<file path="src/rtl/uart_consts.vh">
`ifndef UART_CONSTS_VH
`define UART_CONSTS_VH
// register offsets on the plain register port
`define A_DATA 4'h0
`define A_IEN 4'h1
`define A_IID 4'h2
`define A_LCTL 4'h3
`define A_MCTL 4'h4
`define A_LSR 4'h5
`define A_DLL 4'h6
`define A_DIVH 4'h7
`define A_LPDIVL 4'h8
`define A_LPDIVH 4'h9
// line control fields
`define LCTL_PEN 3
`define LCTL_EPS 4
`define LCTL_BRK 6
`define LCTL_STB 2
// modem control fields
`define MCTL_IR 6
`define MCTL_LPWR 7
// interrupt enable fields
`define IEN_RDA 0
`define IEN_THRE 1
`define IEN_LINE 2
// interrupt identification codes
`define IID_NONE 4'h1
`define IID_LINE 4'h6
`define IID_RDA 4'h4
`define IID_CTO 4'hC
`define IID_THRE 4'h2
// reset values
`define LCTL_RST 8'h03
`define REG_RST 8'h00
`define DIV_RST 16'h0000
// timing counts in baud ticks and clocks
`define BIT_TICKS 4'hF
`define MID_TICKS 4'h7
`define HALF_STOP 4'h7
`define SIR_PULSE 4'h3
`define SETTLE_CYC 4'h8
`define TO_CHARS 4
`endif

</file>
<file path="src/rtl/baud_gen.v">
`include "uart_consts.vh"
module baud_gen #(
   parameter DW = 16
) (
   input wire mclk_in,
   input wire rst_in,
   input wire [DW-1:0] div_in,
   input wire [DW-1:0] lp_div_in,
   output reg tick_out,
   output reg lp_tick_out,
   output reg baudout_n_out
);
   reg [DW-1:0] cnt_reg;
   reg [DW-1:0] lp_cnt_reg;
   wire hit = (div_in != {DW{1'b0}}) && (cnt_reg >= div_in - 1'b1);
   wire lp_hit = (lp_div_in != {DW{1'b0}}) && (lp_cnt_reg >= lp_div_in - 1'b1);

   // divide the clock by the divisor latch; zero divisor stops the baud clock
   always @(posedge mclk_in) begin
      if (rst_in) begin
         cnt_reg <= {DW{1'b0}};
         lp_cnt_reg <= {DW{1'b0}};
         tick_out <= 1'b0;
         lp_tick_out <= 1'b0;
         baudout_n_out <= 1'b1;
      end else begin
         cnt_reg <= hit ? {DW{1'b0}} : cnt_reg + 1'b1;
         lp_cnt_reg <= lp_hit ? {DW{1'b0}} : lp_cnt_reg + 1'b1;
         tick_out <= hit;
         lp_tick_out <= lp_hit;
         baudout_n_out <= ~hit;
      end
   end
endmodule // baud_gen

</file>
<file path="src/rtl/sir_codec.v">
`include "uart_consts.vh"
module sir_codec (
   input wire mclk_in,
   input wire rst_in,
   input wire tick_in,
   input wire lp_tick_in,
   input wire lp_mode_in,
   input wire tx_active_in,
   input wire tx_bit_in,
   input wire [3:0] tx_phase_in,
   input wire ir_rx_in,
   output reg ir_tx_n_out,
   output reg rx_line_out
);
   reg [4:0] stretch_reg;
   wire detect = ~ir_rx_in & (lp_mode_in ? lp_tick_in : tick_in);

   // a zero bit becomes a low pulse of three sixteenths of a bit
   always @(posedge mclk_in) begin
      if (rst_in) begin
         ir_tx_n_out <= 1'b1;
      end else begin
         ir_tx_n_out <= ~(tx_active_in & ~tx_bit_in & (tx_phase_in < `SIR_PULSE));
      end
   end

   // a received low pulse is stretched into one zero bit on the line
   always @(posedge mclk_in) begin
      if (rst_in) begin
         stretch_reg <= 5'h00;
         rx_line_out <= 1'b1;
      end else begin
         if (detect) begin
            stretch_reg <= 5'h10;
         end else if (tick_in && stretch_reg != 5'h00) begin
            stretch_reg <= stretch_reg - 5'h01;
         end
         rx_line_out <= ~detect & (stretch_reg == 5'h00);
      end
   end
endmodule // sir_codec

</file>
<file path="src/rtl/uart_core.v">
// Added by the designer: strobed register access and the register offsets.
`include "uart_consts.vh"
module uart_core #(
   parameter SIR_SUPPORT = 1,
   parameter DW = 16
) (
   input wire mclk_in,
   input wire rst_in,
   input wire [3:0] addr_in,
   input wire [7:0] wdata_in,
   input wire wr_in,
   input wire rd_in,
   output reg [7:0] rdata_out,
   input wire serial_rx_in,
   output reg serial_tx_out,
   input wire ir_rx_in,
   output reg ir_tx_n_out,
   output wire baudout_n_out,
   output reg int_out
);
   localparam T_IDLE = 3'd0, T_START = 3'd1, T_DATA = 3'd2, T_PAR = 3'd3;
   localparam T_STOP = 3'd4, T_STOP2 = 3'd5;
   localparam R_IDLE = 3'd0, R_START = 3'd1, R_DATA = 3'd2, R_PAR = 3'd3, R_STOP = 3'd4;

   reg [7:0] interrupt_enable_reg, line_control_reg, modem_control_reg, thr_reg, rbr_reg;
   reg [DW-1:0] div_reg, lpdiv_reg, a_div_reg, a_lpdiv_reg;
   reg [7:0] a_lctl_reg, a_mctl_reg;
   reg [3:0] settle_reg;
   reg pend_reg;
   reg thr_empty_reg, thre_int_reg, dr_reg, oe_reg, pe_reg, fe_reg, bi_reg, cto_reg;
   reg [2:0] tx_st_reg, rx_st_reg;
   reg [3:0] tx_ph_reg, rx_ph_reg;
   reg [2:0] tx_bit_reg, rx_bit_reg;
   reg [7:0] tsr_reg, rsr_reg;
   reg tx_par_reg, tx_line_reg, rx_one_reg;
   reg [10:0] to_reg;
   reg [3:0] irq_id_next;
   wire tick, lp_tick, ir_tx_n, ir_line;

   // frame shape from the adopted settings; infrared overrides it
   wire ir_mode = (SIR_SUPPORT != 0) && a_mctl_reg[`MCTL_IR];
   wire [3:0] dlen = ir_mode ? 4'd8 : {2'b00, a_lctl_reg[1:0]} + 4'd5;
   wire pen = ~ir_mode & a_lctl_reg[`LCTL_PEN];
   wire two_stop = ~ir_mode & a_lctl_reg[`LCTL_STB];
   wire half_stop = two_stop & (a_lctl_reg[1:0] == 2'b00);
   wire [3:0] fbits = 4'd2 + dlen + {3'b000, pen} + {3'b000, two_stop};
   wire [10:0] to_lim = {1'b0, fbits, 6'h00}; // four frames of sixteen ticks per bit
   wire rx_line = ir_mode ? ir_line : serial_rx_in;
   wire rd_rbr = rd_in && addr_in == `A_DATA;
   wire rd_lsr = rd_in && addr_in == `A_LSR;
   wire rd_irq_id = rd_in && addr_in == `A_IID;
   wire wr_thr = wr_in && addr_in == `A_DATA;
   wire rx_done = tick && rx_st_reg == R_STOP && rx_ph_reg == `BIT_TICKS;
   // loading on a tick keeps the start bit a full sixteen ticks
   wire tx_load = tick && tx_st_reg == T_IDLE && ~thr_empty_reg;
   wire [7:0] dmask = 8'hFF >> (4'd8 - dlen);

   baud_gen #(.DW(DW)) u_baud (
      .mclk_in(mclk_in),
      .rst_in(rst_in),
      .div_in(a_div_reg),
      .lp_div_in(a_lpdiv_reg),
      .tick_out(tick),
      .lp_tick_out(lp_tick),
      .baudout_n_out(baudout_n_out)
   );

   // infrared encoder and decoder exist only when support is built in
   generate
      if (SIR_SUPPORT != 0) begin : g_sir
         sir_codec u_sir (
            .mclk_in(mclk_in),
            .rst_in(rst_in),
            .tick_in(tick),
            .lp_tick_in(lp_tick),
            .lp_mode_in(a_mctl_reg[`MCTL_LPWR]),
            .tx_active_in(ir_mode && tx_st_reg != T_IDLE),
            .tx_bit_in(tx_line_reg),
            .tx_phase_in(tx_ph_reg),
            .ir_rx_in(ir_rx_in),
            .ir_tx_n_out(ir_tx_n),
            .rx_line_out(ir_line)
         );
      end else begin : g_nosir
         assign ir_tx_n = 1'b1;
         assign ir_line = 1'b1;
      end
   endgenerate

   // software writes to control, divisor and holding registers
   always @(posedge mclk_in) begin
      if (rst_in) begin
         interrupt_enable_reg <= `REG_RST;
         line_control_reg <= `LCTL_RST;
         modem_control_reg <= `REG_RST;
         thr_reg <= `REG_RST;
         div_reg <= `DIV_RST;
         lpdiv_reg <= `DIV_RST;
      end else if (wr_in) begin
         case (addr_in)
            `A_DATA: thr_reg <= wdata_in;
            `A_IEN: interrupt_enable_reg <= wdata_in;
            `A_LCTL: line_control_reg <= wdata_in;
            `A_MCTL: modem_control_reg <= wdata_in;
            `A_DLL: div_reg[7:0] <= wdata_in;
            `A_DIVH: div_reg[15:8] <= wdata_in;
            `A_LPDIVL: lpdiv_reg[7:0] <= wdata_in;
            `A_LPDIVH: lpdiv_reg[15:8] <= wdata_in;
            default: thr_reg <= thr_reg;
         endcase
      end
   end

   // settings reach the serial logic after a fixed settle window
   always @(posedge mclk_in) begin
      if (rst_in) begin
         settle_reg <= 4'h0;
         pend_reg <= 1'b0;
         a_lctl_reg <= `LCTL_RST;
         a_mctl_reg <= `REG_RST;
         a_div_reg <= `DIV_RST;
         a_lpdiv_reg <= `DIV_RST;
      end else if (wr_in && addr_in != `A_DATA && addr_in != `A_IEN) begin
         settle_reg <= `SETTLE_CYC - 4'h2;
         pend_reg <= 1'b1;
      end else if (pend_reg && settle_reg == 4'h0) begin
         pend_reg <= 1'b0;
         a_lctl_reg <= line_control_reg;
         a_mctl_reg <= modem_control_reg;
         a_div_reg <= div_reg;
         a_lpdiv_reg <= lpdiv_reg;
      end else if (pend_reg) begin
         settle_reg <= settle_reg - 4'h1;
      end
   end

   // transmitter: start, data LSB first, parity, stop bits on baud ticks
   always @(posedge mclk_in) begin
      if (rst_in || (pend_reg && settle_reg == 4'h0)) begin
         tx_st_reg <= T_IDLE;
         tx_ph_reg <= 4'h0;
         tx_bit_reg <= 3'h0;
         tsr_reg <= 8'h00;
         tx_par_reg <= 1'b0;
         tx_line_reg <= 1'b1;
      end else if (tx_load) begin
         tx_st_reg <= T_START;
         tx_ph_reg <= 4'h0;
         tsr_reg <= thr_reg & dmask;
         tx_par_reg <= a_lctl_reg[`LCTL_EPS] ~^ (^(thr_reg & dmask));
         tx_line_reg <= 1'b0;
      end else if (tick && tx_st_reg != T_IDLE) begin
         tx_ph_reg <= tx_ph_reg + 4'h1;
         if (tx_ph_reg == `BIT_TICKS ||
             (tx_st_reg == T_STOP2 && half_stop && tx_ph_reg == `HALF_STOP)) begin
            tx_ph_reg <= 4'h0;
            case (tx_st_reg)
               T_START: begin
                  tx_st_reg <= T_DATA;
                  tx_bit_reg <= 3'h0;
                  tx_line_reg <= tsr_reg[0];
               end
               T_DATA: begin
                  if ({1'b0, tx_bit_reg} == dlen - 4'd1) begin
                     tx_st_reg <= pen ? T_PAR : T_STOP;
                     tx_line_reg <= pen ? tx_par_reg : 1'b1;
                  end else begin
                     tx_bit_reg <= tx_bit_reg + 3'h1;
                     tx_line_reg <= tsr_reg[tx_bit_reg + 3'h1];
                  end
               end
               T_PAR: begin
                  tx_st_reg <= T_STOP;
                  tx_line_reg <= 1'b1;
               end
               T_STOP: tx_st_reg <= two_stop ? T_STOP2 : T_IDLE;
               default: tx_st_reg <= T_IDLE;
            endcase
         end
      end
   end

   // serial pins: infrared mode parks the normal output high
   always @(posedge mclk_in) begin
      if (rst_in) begin
         serial_tx_out <= 1'b1;
         ir_tx_n_out <= 1'b1;
      end else begin
         serial_tx_out <= ir_mode | (tx_line_reg & ~a_lctl_reg[`LCTL_BRK]);
         ir_tx_n_out <= ir_tx_n;
      end
   end

   // receiver: qualify start at mid-bit then sample every sixteen ticks
   always @(posedge mclk_in) begin
      if (rst_in || (pend_reg && settle_reg == 4'h0)) begin
         rx_st_reg <= R_IDLE;
         rx_ph_reg <= 4'h0;
         rx_bit_reg <= 3'h0;
         rsr_reg <= 8'h00;
         rx_one_reg <= 1'b0;
      end else if (tick) begin
         rx_ph_reg <= rx_ph_reg + 4'h1;
         case (rx_st_reg)
            R_IDLE: begin
               rx_ph_reg <= 4'h0;
               rsr_reg <= 8'h00;
               rx_one_reg <= 1'b0;
               if (!rx_line) rx_st_reg <= R_START;
            end
            R_START: begin
               if (rx_ph_reg == `MID_TICKS) begin
                  rx_ph_reg <= 4'h0;
                  rx_bit_reg <= 3'h0;
                  rx_st_reg <= rx_line ? R_IDLE : R_DATA;
               end
            end
            R_DATA: begin
               if (rx_ph_reg == `BIT_TICKS) begin
                  rsr_reg[rx_bit_reg] <= rx_line;
                  rx_one_reg <= rx_one_reg | rx_line;
                  rx_bit_reg <= rx_bit_reg + 3'h1;
                  if ({1'b0, rx_bit_reg} == dlen - 4'd1) rx_st_reg <= pen ? R_PAR : R_STOP;
               end
            end
            R_PAR: begin
               if (rx_ph_reg == `BIT_TICKS) begin
                  rx_st_reg <= R_STOP;
                  rx_one_reg <= rx_one_reg | rx_line;
               end
            end
            R_STOP: begin
               if (rx_ph_reg == `BIT_TICKS) rx_st_reg <= R_IDLE;
            end
            default: rx_st_reg <= R_IDLE;
         endcase
      end
   end

   // receive status flags; a hardware set wins over a software clear
   always @(posedge mclk_in) begin
      if (rst_in) begin
         rbr_reg <= 8'h00;
         dr_reg <= 1'b0;
         oe_reg <= 1'b0;
         pe_reg <= 1'b0;
         fe_reg <= 1'b0;
         bi_reg <= 1'b0;
      end else begin
         if (rd_rbr) dr_reg <= 1'b0;
         if (rd_lsr) begin
            oe_reg <= 1'b0;
            pe_reg <= 1'b0;
            fe_reg <= 1'b0;
            bi_reg <= 1'b0;
         end
         if (tick && rx_st_reg == R_PAR && rx_ph_reg == `BIT_TICKS) begin
            if (rx_line != (a_lctl_reg[`LCTL_EPS] ~^ (^rsr_reg))) pe_reg <= 1'b1;
         end
         if (rx_done) begin
            rbr_reg <= rsr_reg;
            dr_reg <= 1'b1;
            if (dr_reg && !rd_rbr) oe_reg <= 1'b1;
            if (!rx_line) fe_reg <= 1'b1;
            if (!rx_line && !rx_one_reg) bi_reg <= 1'b1;
         end
      end
   end

   // character timeout counts idle ticks while data waits unread
   always @(posedge mclk_in) begin
      if (rst_in) begin
         to_reg <= 11'h000;
         cto_reg <= 1'b0;
      end else begin
         if (!dr_reg || rx_done || rd_rbr || rx_st_reg != R_IDLE) begin
            to_reg <= 11'h000;
         end else if (tick && to_reg != to_lim) begin
            to_reg <= to_reg + 11'h001;
         end
         if (rd_rbr) begin
            cto_reg <= 1'b0;
         end else if (dr_reg && to_reg == to_lim) begin
            cto_reg <= 1'b1;
         end
      end
   end

   // holding register empty flag and its interrupt source
   always @(posedge mclk_in) begin
      if (rst_in) begin
         thr_empty_reg <= 1'b1;
         thre_int_reg <= 1'b1;
      end else begin
         if (tx_load) begin
            thr_empty_reg <= 1'b1;
            thre_int_reg <= 1'b1;
         end else if (wr_thr || (rd_irq_id && irq_id_next == `IID_THRE)) begin
            thre_int_reg <= 1'b0;
         end
         if (wr_thr) begin
            thr_empty_reg <= 1'b0;
            thre_int_reg <= 1'b0;
         end
      end
   end

   // prioritized interrupt identification
   always @* begin
      if (interrupt_enable_reg[`IEN_LINE] && (oe_reg | pe_reg | fe_reg | bi_reg)) begin
         irq_id_next = `IID_LINE;
      end else if (interrupt_enable_reg[`IEN_RDA] && dr_reg) begin
         irq_id_next = `IID_RDA;
      end else if (interrupt_enable_reg[`IEN_RDA] && cto_reg) begin
         irq_id_next = `IID_CTO;
      end else if (interrupt_enable_reg[`IEN_THRE] && thre_int_reg) begin
         irq_id_next = `IID_THRE;
      end else begin
         irq_id_next = `IID_NONE;
      end
   end

   // read data one cycle after the strobe, interrupt line from enabled sources
   always @(posedge mclk_in) begin
      if (rst_in) begin
         rdata_out <= 8'h00;
         int_out <= 1'b0;
      end else begin
         int_out <= irq_id_next != `IID_NONE;
         if (rd_in) begin
            case (addr_in)
               `A_DATA: rdata_out <= rbr_reg;
               `A_IEN: rdata_out <= interrupt_enable_reg;
               `A_IID: rdata_out <= {4'h0, irq_id_next};
               `A_LCTL: rdata_out <= line_control_reg;
               `A_MCTL: rdata_out <= modem_control_reg;
               `A_LSR: rdata_out <= {1'b0, thr_empty_reg && tx_st_reg == T_IDLE,
                                     thr_empty_reg, bi_reg, fe_reg, pe_reg, oe_reg, dr_reg};
               `A_DLL: rdata_out <= div_reg[7:0];
               `A_DIVH: rdata_out <= div_reg[15:8];
               `A_LPDIVL: rdata_out <= lpdiv_reg[7:0];
               `A_LPDIVH: rdata_out <= lpdiv_reg[15:8];
               default: rdata_out <= 8'h00;
            endcase
         end
      end
   end
endmodule // uart_core

</file>
<file path="config.mk">
export PLATFORM = sky130hd
export DESIGN_NAME = uart_core
export DESIGN_NICKNAME = d
export VERILOG_FILES = /design/src/rtl/baud_gen.v /design/src/rtl/sir_codec.v /design/src/rtl/uart_core.v
export VERILOG_INCLUDE_DIRS = /design/src /design/src/rtl
export SDC_FILE = /design/constraint.sdc
export NUM_CORES = 1
export LEC_CHECK = 0
export BUFFER_PORTS_ARGS = -buffer_cell sky130_fd_sc_hd__buf_2
export CAP_MARGIN = 0
export CORE_MARGIN = 4
export CORE_UTILIZATION = 65
export CTS_BUF_LIST = sky130_fd_sc_hd__clkbuf_2 sky130_fd_sc_hd__clkbuf_4 sky130_fd_sc_hd__clkbuf_8
export CTS_CLUSTER_SIZE = 12
export DETAILED_ROUTE_END_ITERATION = 8
export HOLD_SLACK_MARGIN = 0.08
export PLACE_DENSITY = 0.85
export SETUP_SLACK_MARGIN = 0.02
export SLEW_MARGIN = 20
export SYNTH_ARGS = -nofsm -noshare
export SYNTH_HDL_FRONTEND = slang
export SYNTH_HIERARCHICAL = 1
export SYNTH_SLANG_ARGS = --single-unit
</file>
<file path="constraint.sdc">
create_clock -name mclk_in -period 3.7 [get_ports mclk_in]
set_input_delay 0.185 -clock mclk_in [delete_from_list [all_inputs] [get_ports mclk_in]]
set_output_delay 0.185 -clock mclk_in [all_outputs]
set_load 0.02 [all_outputs]
</file>
### Yosys cells after proc, flatten, opt, wreduce, memory -nomap -nowiden

Cells that the tools add are included.

* $add $sub $neg: 17
* shift operators: 1
* equal/unequal tests: 41
* magnitude comparators: 6
* bitwise logic cells: 27
* reductions and logical operators: 95
* mux-type cells: 72

Operators by type and width (count)
* $pmux 8 s10: 1
* $mux 3: 15
* $mux 1: 34
* $add 16x1->16 const B: 2
* $ge 16x16->1: 2
* $reduce_bool 16->1: 2
* $sub 16x1->16 const B: 2
* $logic_and 1x1->1: 31
* $eq 4x3->1 const B: 6
* $mux 4: 6
* $reduce_and 2->1: 11
* $reduce_bool 2->1: 11
* $eq 4x4->1 const B: 4
* $ne 2x2->1 const B: 8
* $pmux 8 s2: 1
* $reduce_or 2->1: 8
* $reduce_xor 8->1: 2
* $pmux 3 s5: 1
* $reduce_and 3->1: 5
* $eq 3x2->1 const B: 4
* $eq 4x2->1 const B: 3
* $pmux 3 s2: 2
* $pmux 3 s4: 1
* $add 11x1->11 const B: 1
* other kinds (48): 96

* flip-flop bits (word level): 235
* word-level logic and storage cells: 309
* output and inout bits: 12
* bits of input ports: 18

### Depth between registers and ports, before layout

Gate-level depths: netlist of run 1.

* depth in word-level cells: 11
* gate-level depth with buffers: 12
* mapped depth without buffers: 12

### Modules after synthesis

Netlist of run 1, hierarchy kept.

Modules (own cells, without submodules)
* uart_core: area an instance 8947.3 sq um, times used 1, cells each 1050, sequential area each 3723.6 sq um
* baud_gen: area an instance 2700.1 sq um, times used 1, cells each 318, sequential area each 700.7 sq um
* sir_codec: area an instance 320.3 sq um, times used 1, cells each 36, sequential area each 140.1 sq um

### Worst setup path after synthesis of run 1

Ideal clock, no wire load.

* path kind: register -> register
* start point: register a_lpdiv_reg[5]
* end point: register u_baud.lp_cnt_reg[10]
* period minus slack after synthesis: 3.293 ns
* path buffers: 1
* setup slack: 0.407 ns
* stages on the path, launching flop included: 12
* data arrival time: 3.156 ns
* required time: 3.564 ns
* library setup time: 0.136 ns
* cells stage by stage: dfxtp_1 > or4_4 > or4b_4 > nor4_1 > xnor2_1 > ha_1 > nand4_1 > nor3_1 > o311ai_0 > a32oi_2 > buf_6 > nor3_2

* cells in the longest elaborated chain, start to end: 4
* elaborated cells on any way between the ends: 5
* classes of those cells: add/sub (1); order compare (1); reduce/logical (3)

Ends and longest elaborated chain
* start, declared: line uart_core.v:26 `reg [DW-1:0] div_reg, lpdiv_reg, a_div_reg, a_lpdiv_reg;`
* start signal, assigned: line uart_core.v:122 `` a_lpdiv_reg <= `DIV_RST; ``
* start signal, assigned: line uart_core.v:131 `a_lpdiv_reg <= lpdiv_reg;`
* $sub 16x1->16: line baud_gen.v:16 `wire lp_hit = (lp_div_in != {DW{1'b0}}) && (lp_cnt_reg >= lp_div_in - 1'b1);`
* $ge 16x16->1: line baud_gen.v:16
* $logic_and 1x1->1 *: line baud_gen.v:16
* $reduce_or 2->1 (no source line) *
* end signal, assigned: line baud_gen.v:22 `lp_cnt_reg <= {DW{1'b0}};`
* end signal, assigned: line baud_gen.v:28 `lp_cnt_reg <= lp_hit ? {DW{1'b0}} : lp_cnt_reg + 1'b1;`
* end, declared: line baud_gen.v:14 `reg [DW-1:0] lp_cnt_reg;`

Every way passes the cells marked *; elsewhere a longest branch is shown, timed or not.
A chain may end at the register's enable or synchronous reset.

### Worst setup path in the final report of run 1

* start point: register a_lpdiv_reg[5]
* end point: register u_baud.lp_cnt_reg[15]

Same word-level chain as after synthesis.

==> results of run 1 <==
[area by class of cell]
class                   count  area [sq um]
clock inverters             6          36.3
flip-flops and latches    228          4560
clock buffers              57           728
repair buffers             48           325
inverters                  39           146
fillers                  1354          5050
well taps                 229           287
multi-input cells        1060          6890
[layer usage]
metal	vias to the layer above	global-route usage, %	wire length, um
met3	91	5.12	1800
met1	4848	37.9	12800
met5	-	0	0
met2	368	44.7	13100
met4	0	12.1	1180
li1	4936	-	-
[final timing paths]
| check | depth (start not counted) | endpoint | slack [ns] | startpoint |
|---|---|---|---|---|
| worst max-delay path | 11 | u_baud/lp_cnt_reg[15] | 0.29 | a_lpdiv_reg[5] |
| worst min-delay path | 2 | rbr_reg[6] | 0.18 | rst_in |
| worst min register to register | 1 | ir_tx_n_out | 0.41 | g_sir.u_sir/ir_tx_n_out |
| worst max register to register | 11 | u_baud/lp_cnt_reg[15] | 0.29 | a_lpdiv_reg[5] |
[synth_stat cells (all sizes together) (14+ instances only)]
cell and instances:
nand3 45, mux2i 89, nand2 158, ha 51
a21oi 106, dfxtp 228, xnor2 54, nor2 173
a22oi 14, clkbuf 44, inv 38, nor3 70
nor2b 22, buf 33, nand4 19, o21ai 39
nand2b 22, xor2 31
[logic make-up after synthesis]
group                      synth area share, %
AOI/OAI and AO/OA                         13.0
xor gates and xnor gates                  6.79
adders and majority gates                 5.50
buffers and inverters                     4.40
DFF                                       38.1
muxes                                     8.29
and+or+nand+nor                           23.9
[timing repair]
| action | in CTS | in global routing |
|---|---|---|
| resized for setup | 0 | 3 |
| hold endpoints to repair | 63 | 0 |
| setup endpoints to repair | 0 | 17 |
| hold buffers | 11 | 0 |
[power by group]
part	switching, mW	internal, mW	total, mW
sequential	0.0238	2.48	2.50
clock	1.00	1.25	2.26
combinational	0.211	0.106	0.316
[worst max-delay path: cells and delay by family, from the launching register on]
family                     cells  cell delay (ns)
and+or+nand+nor                6             1.76
AOI/OAI and AO/OA              2             0.45
buffers and inverters          1             0.23
adders and majority gates      1             0.32
DFF                            1             0.37
xor gates and xnor gates       1             0.12
[stage by stage]
step	cells	hold slack, ns
finish	1667	0.180
global route	1667	0.213
CTS	1667	0.162
detailed placement	1593	0.397
global placement	1593	0.391
floorplan	1404	0.254
==> run metrics, run 1 <==
status=complete, no violations; die extent in x=144 um; CTS Buf Count=39; Yosys reg bits=228; grt total ovfl=0; Port Buffers=29; synth warn=6; root buffer cell=clkbuf_8; Routed Wire Length=28.9 mm; standard-cell rows=49; wire per inst=17.3 um; setup ws final=0.289 ns; total clock sinks=228; Worst Tran Pin Value=0.828 ns; Post-synth EDFFs=0; Util after Layout=72.0%; Post-Synthesis Cell Area=0.0120 sq mm; Pins Over Slew Limit=0; area growth from synthesis to layout=8.42%; ANT nets after route=0; vias per inst=6.14; Synth cell types=87; asr flop ratio synth=0%; pin count of the biggest net entering global routing=107; Initial Utilization=66.4%; Final Setup Violations=0; Worst EP required=4.08 ns; TritonCTS clock tree=yes; DRC=0; first-pass GRT wire length=47.6 mm; GP Congestion=0.975; max capacitance violation total=0; critical path arrival=3.79 ns; static leakage=5.10 nW; clock skew=0.0309 ns; Tcrit/Tclk final=92.2%; slowest stage delay, CP=0.57 ns; synthesized instance count=1404; postcts setup bufs=0; crit-path max FO=17; n_diodes=0; DR iter-0 viols=852; DP HPWL=20.0 mm; CP Launch Type=register; commonest non-fill, non-tap cell in the layout=dfxtp_1; power per cell area=391 mW/mm^2; initial antenna violation count=0; Crit path top cell by count=nor3_1; Nets=1486; Max-slew headroom=44.8%; most frequent cells in the layout=dfxtp_1 (228), nor2_1 (168), nand2_1 (158); Skew-Pair Late Insertion Delay=0.55 ns; fraction of layout cells with a size suffix above 1=10.7%; die span in y=144 um; Primary FF master, synth=dfxtp_1; area of the die=0.0206 sq mm; via count=10200; dpl ws=0.180 ns; crit-path cells=or4_4 > or4b_4 > nor4_2 > xnor2_1 > ha_1 > nand4_1 > nor3_1 > o311ai_0 > a32oi_2 > buf_6 > nor3_1; overall power=5.07 mW; Worst Setup End Kind=register; Hold Crit Class=in -> reg; Tot GR Track Use=28.2%; Clock Path Buffers=3; final-report hold violation count=0; Critical-path top delay cell=or4_4; Placed Area=0.0121 sq mm; CTS clock-pin slew for the worst setup and hold paths=0.06 ns; vias in the first global route=9747; Yosys top cell by area=dfxtp_1; DRT Pass-1 Iters=5; Max VDD drop=0.343 mV; top cells by area, synth=dfxtp_1 (38%), mux2i_1 (7.4%), ha_1 (5.3%); CTS H-tree lvls=2; core box area=0.0180 sq mm; register area share after synthesis=38.1%; fmax=293 MHz; RSZ-0062 raised after global routing=no; Mean Syn Cell Area=8.52 sq um; Tmin final=3.41 ns; top-area cell type share of the netlist area=38.1%; setup_tns=0 ns; Post-Syn Nets=1474; Ports=30; Crit Path Class=reg -> reg; post-route design area=0.0130 sq mm
(Power assumes the default switching activity.)
==> run 2, diff against run 1 <==
Settings changed: SYNTH_HIERARCHICAL 1 to unset.
==> run 2 against run 1 <==
Net effect: synthesized cell count shrank 2.4%; largest cell class unchanged; total power rose by 0.94%; die area fell by 2.5%; sequential cell count stayed put; final cell count fell by 2.2%; register-to-register slack better by 0.08 ns; hold slack worse by 0.0084 ns; combinational power is 6% higher.
==> run metrics, run 2 <==
status=complete, no violations; Hold Crit Class=in -> reg; most frequent cells in the layout=dfxtp_1 (228), nor2_1 (192), nand2_1 (160); Yosys top cell by area=dfxtp_1; TritonCTS clock tree=yes; CTS Buf Count=38; top cells by area, synth=dfxtp_1 (39%), mux2i_1 (7.3%), nor2_1 (6.2%); ANT nets after route=0; via count=9944; met2 WL post-DR=12.8 mm; power per cell area=403 mW/mm^2; root buffer cell=clkbuf_8; DP HPWL=19.0 mm; Logic pwr share=6.5%; fraction of layout cells with a size suffix above 1=9.82%; die extent in x=142 um; fmax=300 MHz; DRC=0; Nets=1456; Internal=3.86 mW; GP Congestion=0.960; Crit Path Class=reg -> reg; crit-path max FO=17; RSZ-0062 raised after global routing=no; Sequential Power Share=48.9%; initial antenna violation count=0; commonest non-fill, non-tap cell in the layout=dfxtp_1; Mean Syn Cell Area=8.50 sq um; core box area=0.0174 sq mm; WL met1=11.7 mm; overall power=5.12 mW; Max-slew headroom=28.9%; clock skew=0.0249 ns; CTS H-tree lvls=2; Synth cell types=71; Sw Share=24.6%; sw power=1.26 mW; Tcrit/Tclk final=90.0%; Initial Utilization=66.9%; area of the die=0.0201 sq mm; count leader, synth=dfxtp_1; standard-cell rows=48; Worst Tran Pin Value=1.06 ns; grt total ovfl=0; vias in the first global route=9577; Port Buffers=29; Pins Over Slew Limit=0; total clock sinks=228; DP Cell Count=1557; Tot GR Track Use=27.6%; Ports=30; first-pass GRT wire length=46.2 mm; n_diodes=0; pin count of the biggest net entering global routing=97; Max VDD drop=0.313 mV; Primary FF master, synth=dfxtp_1; Final Setup Violations=0; synth warn=0; final-report hold violation count=0; CP Launch Type=register; CTS clock-pin slew for the worst setup and hold paths=0.06 ns; Post-synth EDFFs=0; max capacitance violation total=0; wire per inst=17.0 um; Skew-Pair Late Insertion Delay=0.55 ns; Routed Wire Length=27.7 mm; Synth top cells by count=dfxtp_1 (228), nor2_1 (192), nand2_1 (160); Post-Synthesis Cell Area=0.0117 sq mm; vias per inst=6.10; critical path arrival=3.76 ns; Yosys reg bits=228; postcts setup bufs=0; register area share after synthesis=39.2%; setup_tns=0 ns; Post-Syn Nets=1444; Clock Path Buffers=3; top-area cell type share of the netlist area=39.2%; Worst EP required=4.13 ns; die span in y=142 um; Fillers=1253; Worst Setup End Kind=register; Tmin final=3.33 ns; static leakage=5.13 nW; synthesized instance count=1371; asr flop ratio synth=0%; area growth from synthesis to layout=9.20%; DRT Pass-1 Iters=6; final std cells w/o fill=1631; DR iter-0 viols=926; top layer in use=met4; Clk pwr share=44.6%; met3 WL post-DR=2.18 mm
[run 2: cell types whose count changed after synthesis, moves of 7 or more]
cell | previous run | this run
nor3_1 | 55 | 34
clkbuf_1 | 43 | 61
xor2_1 | 31 | 41
nand3_1 | 45 | 35
a22oi_1 | 14 | 4
buf_6 | 8 | 1
a21oi_1 | 105 | 98
nor2_1 | 168 | 192
buf_2 | 21 | 9
[run 2: cells by family after synthesis]
family                     synth area share, %
and+or+nand+nor                           23.1
DFF                                       39.2
AOI/OAI and AO/OA                         11.4
buffers and inverters                     3.64
xor gates and xnor gates                  7.59
muxes                                     9.14
adders and majority gates                 5.97
[run 2: stage by stage]
stage	hold WS, ns	utilization (%)	instance area [sq um]	worst slack, ns
6_report	0.171	73.1	12700	0.370
5_1_grt	0.187	73.1	12700	0.156
4_1_cts	0.148	73.1	12700	0.390
3_5_place_dp	0.412	68.0	11900	0.409
3_3_place_gp	0.406	68.0	11900	0.531
2_1_floorplan	0.367	-	11700	0.636
[run 2: worst paths after layout]
| path | from | end | slack, ns | depth (start not counted) |
|---|---|---|---|---|
| worst max-delay path | a_lpdiv_reg[2] | u_baud.lp_tick_out | 0.37 | 13 |
| worst min-delay path | rst_in | interrupt_enable_reg[5] | 0.17 | 2 |
| worst min register to register | g_sir.u_sir.ir_tx_n_out | ir_tx_n_out | 0.42 | 1 |
| worst max register to register | a_lpdiv_reg[2] | u_baud.lp_tick_out | 0.37 | 13 |
[run 2: what timing repair did]
item	CTS	global route
hold endpoints to repair	59	0
resized for setup	0	0
hold buffers	11	0
endpoints found under the setup margin	0	0
[run 2: power groups by stage]
stage          Combinational, mW  Sequential [mW]  Clock [mW]
3_3_place_gp               0.309             2.55           0
5_1_grt                    0.364             2.50        2.43
4_1_cts                    0.327             2.50        2.32
6_report                   0.334             2.50        2.28
3_5_place_dp               0.317             2.56           0
2_1_floorplan              0.243             2.55           0
[run 2: per-layer routing]
layer | vias to the layer above | GRT usage, %
met5 | - | 0
met4 | 0 | 11.7
met3 | 108 | 4.92
met2 | 414 | 45.1
met1 | 4627 | 36.1
li1 | 4795 | -
[run 2: layout make-up]
class                   count  area, sq um  area share (%)
clock inverters            13          126           0.993
multi-input cells        1035         6680            52.5
clock buffers              50          638            5.01
flip-flops and latches    228         4560            35.9
repair buffers             46          303            2.38
well taps                 225          282            2.21
inverters                  34          128            1.00
[run 2: critical path, stage by stage, from the launching register on]
cell      delay, ns
dfxtp_1        0.36
nor4_1         0.38
and2b_1        0.22
nand2_1        0.13
nor3_1         0.20
xnor2_1        0.15
ha_1           0.26
a21o_1         0.16
a21o_1         0.17
a21o_1         0.18
a41oi_1        0.18
a211oi_1       0.10
o31a_2         0.50
and2_1         0.22
